`src/verilog/usx_defines.svh`:
```
// constants for the unsigned packed exchange and halving datapath
`ifndef USX_DEFINES_SVH
`define USX_DEFINES_SVH
`define USX_WORD_W   32
`define USX_HALF_W   16
`define USX_BYTE_W   8
`define USX_REG_W    4
`define USX_GE_W     4
`define USX_LO_HI    15
`define USX_HI_LO    16
`define USX_HI_HI    31
`define USX_GE_ALL   2'h3
`define USX_GE_NONE  2'h0
`define USX_WORD_RST 32'h0000_0000
`define USX_GE_RST   4'h0
`define USX_REG_RST  4'h0
`define USX_REG_SP   4'hd
`define USX_REG_PC   4'hf
`endif

```
`src/verilog/usx_pkg.sv`:
```
// types for the unsigned packed exchange and halving datapath
package usx_pkg;
  // operation selector, one-hot
  typedef enum logic [7:0] {
    USX_OP_EXCH_ADD_SUB      = 8'h01,
    USX_OP_EXCH_SUB_ADD      = 8'h02,
    USX_OP_HALF_ADD_16       = 8'h04,
    USX_OP_HALF_ADD_8        = 8'h08,
    USX_OP_HALF_EXCH_ADD_SUB = 8'h10,
    USX_OP_HALF_EXCH_SUB_ADD = 8'h20,
    USX_OP_HALF_SUB_16       = 8'h40,
    USX_OP_HALF_SUB_8        = 8'h80
  } usx_op_type;

  // one issued instruction from decode
  typedef struct packed {
    logic       valid;
    usx_op_type op;
    logic       condPass;
    logic       hasDest;
    logic [3:0] destReg;
    logic [3:0] firstReg;
    logic [31:0] firstOperand;
    logic [31:0] secondOperand;
  } usx_issue_type;

  // write-back toward the register file and flags
  typedef struct packed {
    logic        regWrite;
    logic [3:0]  regIdx;
    logic [31:0] regData;
    logic        geWrite;
    logic [3:0]  geFlags;
    logic        badReg;
  } usx_wb_type;

  // whole state of the top module
  typedef struct packed {
    usx_wb_type wb;
  } usx_state_type;
endpackage
```
`src/verilog/usx_alu.sv`:
```
// unsigned packed exchange and halving alu slice with registered write-back
`timescale 1ns/10ps
`include "usx_defines.svh"

////////////////////////////////////////////////////////////////////////////////
// Contract
// (RULE_01) exch_add_sub low half: first.lo minus second.hi
// (RULE_02) exch_add_sub high half: first.hi plus second.lo
// (RULE_03) exch_add_sub ge: diff nonnegative low, carry high
// (RULE_04) exch_sub_add low half: first.lo plus second.hi
// (RULE_05) exch_sub_add high half: first.hi minus second.lo
// (RULE_06) exch_sub_add ge: carry low, diff nonnegative high
// (RULE_07) half_add_16: halfword lane sums halved
// (RULE_08) half_add_8: byte lane sums halved
// (RULE_09) half_exch_add_sub high: halved first.hi plus second.lo
// (RULE_10) half_exch_add_sub low: halved first.lo minus second.hi
// (RULE_11) half_exch_sub_add high: halved first.hi minus second.lo
// (RULE_12) half_exch_sub_add low: halved first.lo plus second.hi
// (RULE_13) half_sub_16: halfword lane differences halved
// (RULE_14) half_sub_8: byte lane differences halved
// (RULE_15) halving operations never touch ge flags
// (RULE_16) omitted destination writes back to first register
// (RULE_17) failed condition writes nothing at all
// (RULE_18) program never names stack pointer or counter
// (RULE_19) halving shifts full-precision carry or borrow
module usx_alu (
  // clock and reset
  input  wire logic                  core_clk,
  input  wire logic                  rstn,
  // issue from decode
  input  wire usx_pkg::usx_issue_type issue,
  // write-back
  output usx_pkg::usx_wb_type        wb
);

  ////////////////////////////////////////////////////////////////////////////
  // lane operand selection

  logic [15:0] aLo;
  logic [15:0] aHi;
  logic [15:0] bLo;
  logic [15:0] bHi;
  logic [15:0] loA;
  logic [15:0] loB;
  logic [15:0] hiA;
  logic [15:0] hiB;
  logic        loSub;
  logic        hiSub;
  logic        byteMode;
  logic        byteSub;
  logic        isExch;
  logic        isHalving;

  assign aLo = issue.firstOperand[`USX_LO_HI:0];
  assign aHi = issue.firstOperand[`USX_HI_HI:`USX_HI_LO];
  assign bLo = issue.secondOperand[`USX_LO_HI:0];
  assign bHi = issue.secondOperand[`USX_HI_HI:`USX_HI_LO];

  // true for any operation that writes halves and spares the flags
  function automatic logic usx_is_halving(input usx_pkg::usx_op_type op);
    case (op)
      usx_pkg::USX_OP_EXCH_ADD_SUB: usx_is_halving = 1'b0;
      usx_pkg::USX_OP_EXCH_SUB_ADD: usx_is_halving = 1'b0;
      default:                      usx_is_halving = 1'b1;
    endcase
  endfunction

  // exchange forms cross the halfwords of the second operand
  always_comb begin
    isExch    = 1'b0;
    byteMode  = 1'b0;
    byteSub   = 1'b0;
    loSub     = 1'b0;
    hiSub     = 1'b0;
    isHalving = usx_is_halving(issue.op);
    case (issue.op)
      usx_pkg::USX_OP_EXCH_ADD_SUB,
      usx_pkg::USX_OP_HALF_EXCH_ADD_SUB: begin
        isExch = 1'b1;
        loSub  = 1'b1; // [RULE_01] [RULE_10]
        hiSub  = 1'b0; // [RULE_02] [RULE_09]
      end
      usx_pkg::USX_OP_EXCH_SUB_ADD,
      usx_pkg::USX_OP_HALF_EXCH_SUB_ADD: begin
        isExch = 1'b1;
        loSub  = 1'b0; // [RULE_04] [RULE_12]
        hiSub  = 1'b1; // [RULE_05] [RULE_11]
      end
      usx_pkg::USX_OP_HALF_SUB_16: begin
        loSub = 1'b1; // [RULE_13]
        hiSub = 1'b1;
      end
      usx_pkg::USX_OP_HALF_ADD_8: begin
        byteMode = 1'b1; // [RULE_08]
      end
      usx_pkg::USX_OP_HALF_SUB_8: begin
        byteMode = 1'b1; // [RULE_14]
        byteSub  = 1'b1;
      end
      default: begin
        loSub = 1'b0; // [RULE_07]
      end
    endcase
  end

  assign loA = aLo;
  assign hiA = aHi;
  assign loB = isExch ? bHi : bLo;
  assign hiB = isExch ? bLo : bHi;

  ////////////////////////////////////////////////////////////////////////////
  // halfword lanes, also reused as the exchange lanes

  logic [16:0] loFull;
  logic [15:0] loHalf;
  logic [16:0] hiFull;
  logic [15:0] hiHalf;

  usx_lane_alu uLaneLo (
    .laneA    (loA),
    .laneB    (loB),
    .doSub    (loSub),
    .byteLane (1'b0),
    .fullRes  (loFull),
    .halfRes  (loHalf)
  );

  usx_lane_alu uLaneHi (
    .laneA    (hiA),
    .laneB    (hiB),
    .doSub    (hiSub),
    .byteLane (1'b0),
    .fullRes  (hiFull),
    .halfRes  (hiHalf)
  );

  ////////////////////////////////////////////////////////////////////////////
  // byte lanes; a separate set keeps the halfword carry chains simple

  logic [31:0] byteRes;

  for (genvar gi = 0; gi < 4; gi++) begin : gByte
    logic [15:0] bHalfOut;
    usx_lane_alu uLaneB (
      .laneA    ({8'h00, issue.firstOperand[gi*8 +: 8]}),
      .laneB    ({8'h00, issue.secondOperand[gi*8 +: 8]}),
      .doSub    (byteSub),
      .byteLane (1'b1),
      .fullRes  (),
      .halfRes  (bHalfOut)
    );
    assign byteRes[gi*8 +: 8] = bHalfOut[7:0]; // [RULE_08] [RULE_14]
  end

  ////////////////////////////////////////////////////////////////////////////
  // result and ge assembly

  logic [31:0] resWord;
  logic [3:0]  geNew;
  logic        loGe;
  logic        hiGe;

  // an unsigned sum reaches 0x10000 exactly when bit 16 is set, and an
  // unsigned difference is non-negative exactly when no borrow shows there
  always_comb begin
    loGe = loSub ? ~loFull[`USX_HALF_W] : loFull[`USX_HALF_W]; // [RULE_03] [RULE_06]
    hiGe = hiSub ? ~hiFull[`USX_HALF_W] : hiFull[`USX_HALF_W]; // [RULE_03] [RULE_06]
    geNew = {(hiGe ? `USX_GE_ALL : `USX_GE_NONE),
             (loGe ? `USX_GE_ALL : `USX_GE_NONE)};
    if (byteMode) begin
      resWord = byteRes;
    end else if (isHalving) begin
      resWord = {hiHalf, loHalf}; // [RULE_07] [RULE_09] [RULE_10] [RULE_11] [RULE_12] [RULE_13]
    end else begin
      resWord = {hiFull[`USX_LO_HI:0], loFull[`USX_LO_HI:0]}; // [RULE_01] [RULE_02] [RULE_04] [RULE_05]
    end
  end

  ////////////////////////////////////////////////////////////////////////////
  // registered write-back

  usx_pkg::usx_state_type state_r;
  usx_pkg::usx_state_type state_nxt;
  logic                   doIt;
  logic [3:0]             target;

  // one cycle from issue to write-back; all outputs come from flops
  always_comb begin
    doIt      = issue.valid & issue.condPass; // [RULE_17]
    target    = issue.hasDest ? issue.destReg : issue.firstReg; // [RULE_16]
    state_nxt = state_r;
    state_nxt.wb.regWrite = doIt;
    state_nxt.wb.geWrite  = doIt & ~isHalving; // [RULE_15] [RULE_17]
    state_nxt.wb.badReg   = 1'b0;
    if (doIt) begin
      state_nxt.wb.regIdx  = target;
      state_nxt.wb.regData = resWord;
      // ge holds its last value when not written; halving keeps it
      if (!isHalving) begin
        state_nxt.wb.geFlags = geNew; // [RULE_03] [RULE_06]
      end
      // flag misuse of reserved registers, still performing the write
      state_nxt.wb.badReg = (target == `USX_REG_SP) || (target == `USX_REG_PC) ||
                            (issue.firstReg == `USX_REG_SP) ||
                            (issue.firstReg == `USX_REG_PC); // [RULE_18]
    end
  end

  // state register, cleared on reset
  always_ff @(posedge core_clk or negedge rstn) begin
    if (!rstn) begin
      state_r.wb.regWrite <= 1'b0;
      state_r.wb.regIdx   <= `USX_REG_RST;
      state_r.wb.regData  <= `USX_WORD_RST;
      state_r.wb.geWrite  <= 1'b0;
      state_r.wb.geFlags  <= `USX_GE_RST;
      state_r.wb.badReg   <= 1'b0;
    end else begin
      state_r <= state_nxt;
    end
  end

  assign wb = state_r.wb;

endmodule

```
`src/verilog/usx_lane_alu.sv`:
```
// one 17-bit unsigned lane adder or subtractor with halving
`timescale 1ns/10ps
`include "usx_defines.svh"
module usx_lane_alu (
  // lane operands, upper bits zero for byte lanes
  input  wire logic [15:0] laneA,
  input  wire logic [15:0] laneB,
  input  wire logic        doSub,
  input  wire logic        byteLane,
  // full-precision and halved results
  output logic [16:0]      fullRes,
  output logic [15:0]      halfRes
);
  // 17 bits keep carry out or borrow sign for the halving shift
  always_comb begin
    if (doSub) begin
      fullRes = {1'b0, laneA} - {1'b0, laneB};
    end else begin
      fullRes = {1'b0, laneA} + {1'b0, laneB};
    end
    // byte lanes take their top bit from bit 8 of the wide result
    if (byteLane) begin
      halfRes = {8'h00, fullRes[`USX_BYTE_W:1]}; // [RULE_19]
    end else begin
      halfRes = fullRes[`USX_HALF_W:1]; // [RULE_19]
    end
  end
endmodule

```
`config.mk`:
```
export PLATFORM = sky130hd
export DESIGN_NAME = usx_alu
export DESIGN_NICKNAME = d
export VERILOG_FILES = /design/src/verilog/usx_pkg.sv /design/src/verilog/usx_alu.sv /design/src/verilog/usx_lane_alu.sv
export VERILOG_INCLUDE_DIRS = /design/src /design/src/verilog
export SDC_FILE = /design/constraint.sdc
export NUM_CORES = 1
export LEC_CHECK = 0
export BUFFER_PORTS_ARGS = -buffer_cell sky130_fd_sc_hd__buf_2
export CORE_ASPECT_RATIO = 1.5
export CORE_MARGIN = 3
export CORE_UTILIZATION = 45
export CTS_CLUSTER_SIZE = 24
export DETAILED_ROUTE_END_ITERATION = 6
export PLACE_DENSITY_LB_ADDON = 0.15
export SYNTH_ARGS = -nofsm -noshare
export SYNTH_HDL_FRONTEND = slang
export SYNTH_HIERARCHICAL = 1
export SYNTH_SLANG_ARGS = --single-unit
```
`constraint.sdc`:
```
create_clock -name core_clk -period 0.9 [get_ports core_clk]
set_input_delay 0.18 -clock core_clk [delete_from_list [all_inputs] [get_ports core_clk]]
set_output_delay 0.18 -clock core_clk [all_outputs]
set_load 0.01 [all_outputs]
```
==> results.md <==
* Proportion of power drawn by flip-flops and latches at 0.171
* Family with the most delay on the worst path: simple AND/OR/NAND/NOR gates
* Violated checks: setup timing
* Net switching power at 5.51 mW
* Area overhead of the layout relative to synthesis at 59.7%
* Post-detailed-route wirelength per cell at 16.9 um
* Pin count of the biggest net entering global routing at 42
* Endpoint type of the worst setup path: flop
* Number of endpoints with negative hold slack in the final report at 0
* Number of antenna violations at the first check in global routing at 1
* Final cell utilization of the core at 0.739
* Type of the worst min-delay path: input pin to flop
* Critical path type: input pin to flop
* Average instance area after synthesis at 8.54 sq um
* Final Skew at 0 ps
* Vias at 8355
* Synthesis Warnings at 6
* Leading cell types in the layout, fill and taps excluded: 324 x buf_4, 119 x buf_2, 77 x nor2_1
* Part of the total power dissipated in combinational logic at 0.690
* Startpoint of the most critical register-to-register path: wb[31]
* Int Pwr at 8.35 mW
* Max Cap Violations at 0
* Maximum level of the CTS H-tree at 2
* Number of cells on the worst reg-to-reg path at 4
* Number of buffers created by CTS at 5
* GRT overflow at 0
* I/O Pins at 128
* Maximum VDD drop at 0.928 mV
* Count of buffers inserted at the top-level ports at ~130
* First-pass GRT wire length at roughly 41 mm
* Buffers & Inverters on Critical Path at 5
* Data required time at the worst endpoint at approximately 1100 ps
* Total Negative Setup Slacks at -90330 ps
* Number of global-route vias before repair at approximately 8600
* Via-per-instance ratio at between 5 and 6
* GP Congestion at 0.948
* Critical path cell sequence: buf_8 > xor2_2 > a22oi_2 > nor3b_4 > buf_12 > mux2_4 > or3_4 > buf_6 > nor2_1 > a21oi_1 > xnor2_1 > ha_1 > buf_6 > buf_4 > a31oi_4 > o221ai_2 > or3_4 > nand2_2 > xnor2_1 > mux2_4
* Worst reg2reg path endpoint: wb[31]
* Number of cells on the worst hold path at 3
* Insertion delay to the later sink of the worst-skew pair at 290 ps
* Number of nets with antenna violations after routing at 0
* Registers with the highest flip-flop counts: wb: 41 flops
* CTS tree: yes
* Final setup slack of the worst path at -2980 ps
* Clock sink count at between 40 and 50
* Wirelength, routed at between 20 and 30 mm
* Longest Clk Path Bufs at 2
* Total power consumption of the routed design at 13.9 mW
* Switching Share at 0.397
* Startpoint type of the worst setup path: input pin
* Cell count after synthesis at 916
* Static power due to leakage at 5.99 nW
* Horizontal die dimension at 114 um
* Critical path arrival at 4070 ps
* Initial drt markers at 339
* Largest reg by FF count: wb
* Final min period at 3880 ps
* Clk network pwr share at 0.139
* Cell with the largest stage delay on the worst path: or3_4
* Highest achievable clock rate at 0.258 GHz
* Post-route insts no fill at about 1600
* Final Max Tran Viols at 0
* Crit path depth at 20
* DIE HEIGHT at 167 um
* Synthesized area at 0.00782 sq mm
* Critical path peak fanout at 8
* Clock-pin slew of the registers on the worst-case setup and hold paths at 70 ps
* Worst setup slack for register-to-register paths at -90 ps
* Layout Nets at 1523
* Cell Rows at 58
* Highest cell delay on the worst timing path at 420 ps
* RSZ-0062 raised after global routing: yes
* DP Cell Count at 1474
* Power density normalized to cell area at around 1100 mW/mm^2
* Effective utilization at floorplan at 0.463
* Flip-flop count of the largest register, all copies and words added at 41
* Capture endpoint of the worst hold path: wb[0]
* DRC viols at 0
* Sum of net half-perimeters after detailed placement at 19.7 mm
* Final setup viols at 77
* Commonest non-fill, non-tap cell in the layout: buf_4
* Result of the run: finished, violations left
* Placeable core region at 0.0169 sq mm
* Drt first pass iters at 5
* Startpoint of the lowest-slack hold path: issue[66]
* Crit share post-route at 4.31
* Cell at the root of the clock tree: clkbuf_16
* Proportion of layout cells with a drive suffix above 1 at 0.581
* Die footprint at 0.0190 sq mm
* Overall track demand over capacity in global routing at 0.266
==> power groups by stage <==
stage	sequential, mW	combinational [mW]	clock [mW]
finish	2.37	9.56	1.92
CTS	2.36	8.76	1.97
global route	2.41	10.3	2.06
detailed placement	2.45	7.36	0
floorplan	2.60	4.94	0
global placement	2.44	7.28	0
==> through the flow <==
step | setup WS, ps | hold slack [ps] | cell area [sq um]
global route | -3110 | 156 | 12500
detailed placement | -3230 | 188 | 10600
floorplan | -3070 | -116 | 8110
global placement | -3200 | 187 | 10600
CTS | -2850 | 133 | 12000
finish | -2980 | 138 | 12500
==> area by class of cell <==
type	instances	area, sq um
Antenna cell	2	5.00
Clock buffer	5	125
Clock inverter	3	17.5
Fill cell	1252	4420
Inverter	38	148
Multi-Input combinational cell	767	7090
Sequential cell	41	1030
Tap cell	210	263
Timing Repair Buffer	505	3820
==> per-layer routing <==
layer  share of wire  vias up  GRT usage
li1                -     4105          -
met2            0.57      169      0.535
met1            0.36     4014      0.274
met5               0        -          0
met4           0.038        0     0.0978
met3           0.028       67     0.0275
==> how the worst max path moves through the flow <==
stage / slack [ps] / end / from
2_1_floorplan: -3070 / wb[3] / issue[75]
3_3_place_gp: -3200 / wb[2] / issue[75]
3_5_place_dp: -3230 / wb[2] / issue[75]
4_1_cts: -2850 / wb[2] / issue[74]
5_1_grt: -3110 / wb[3] / issue[79]
6_report: -2980 / wb[3] / issue[74]
==> what timing repair did <==
action / 4_1_cts / 5_1_grt
hold buffers: 1 / 0
pin swaps: 91 / 81
setup buffers: 63 / 32
gates resized for setup: 164 / 75
endpoints found under the hold margin: 41 / 0
cloned: 2 / 0
endpoints found under the setup margin: 77 / 77
==> worst min-delay path, cell delays in order <==
cell,delay (ps)
buf_2,100
nand3_1,60
a21oi_1,60
Note: power is estimated with default switching activity, not from simulation.
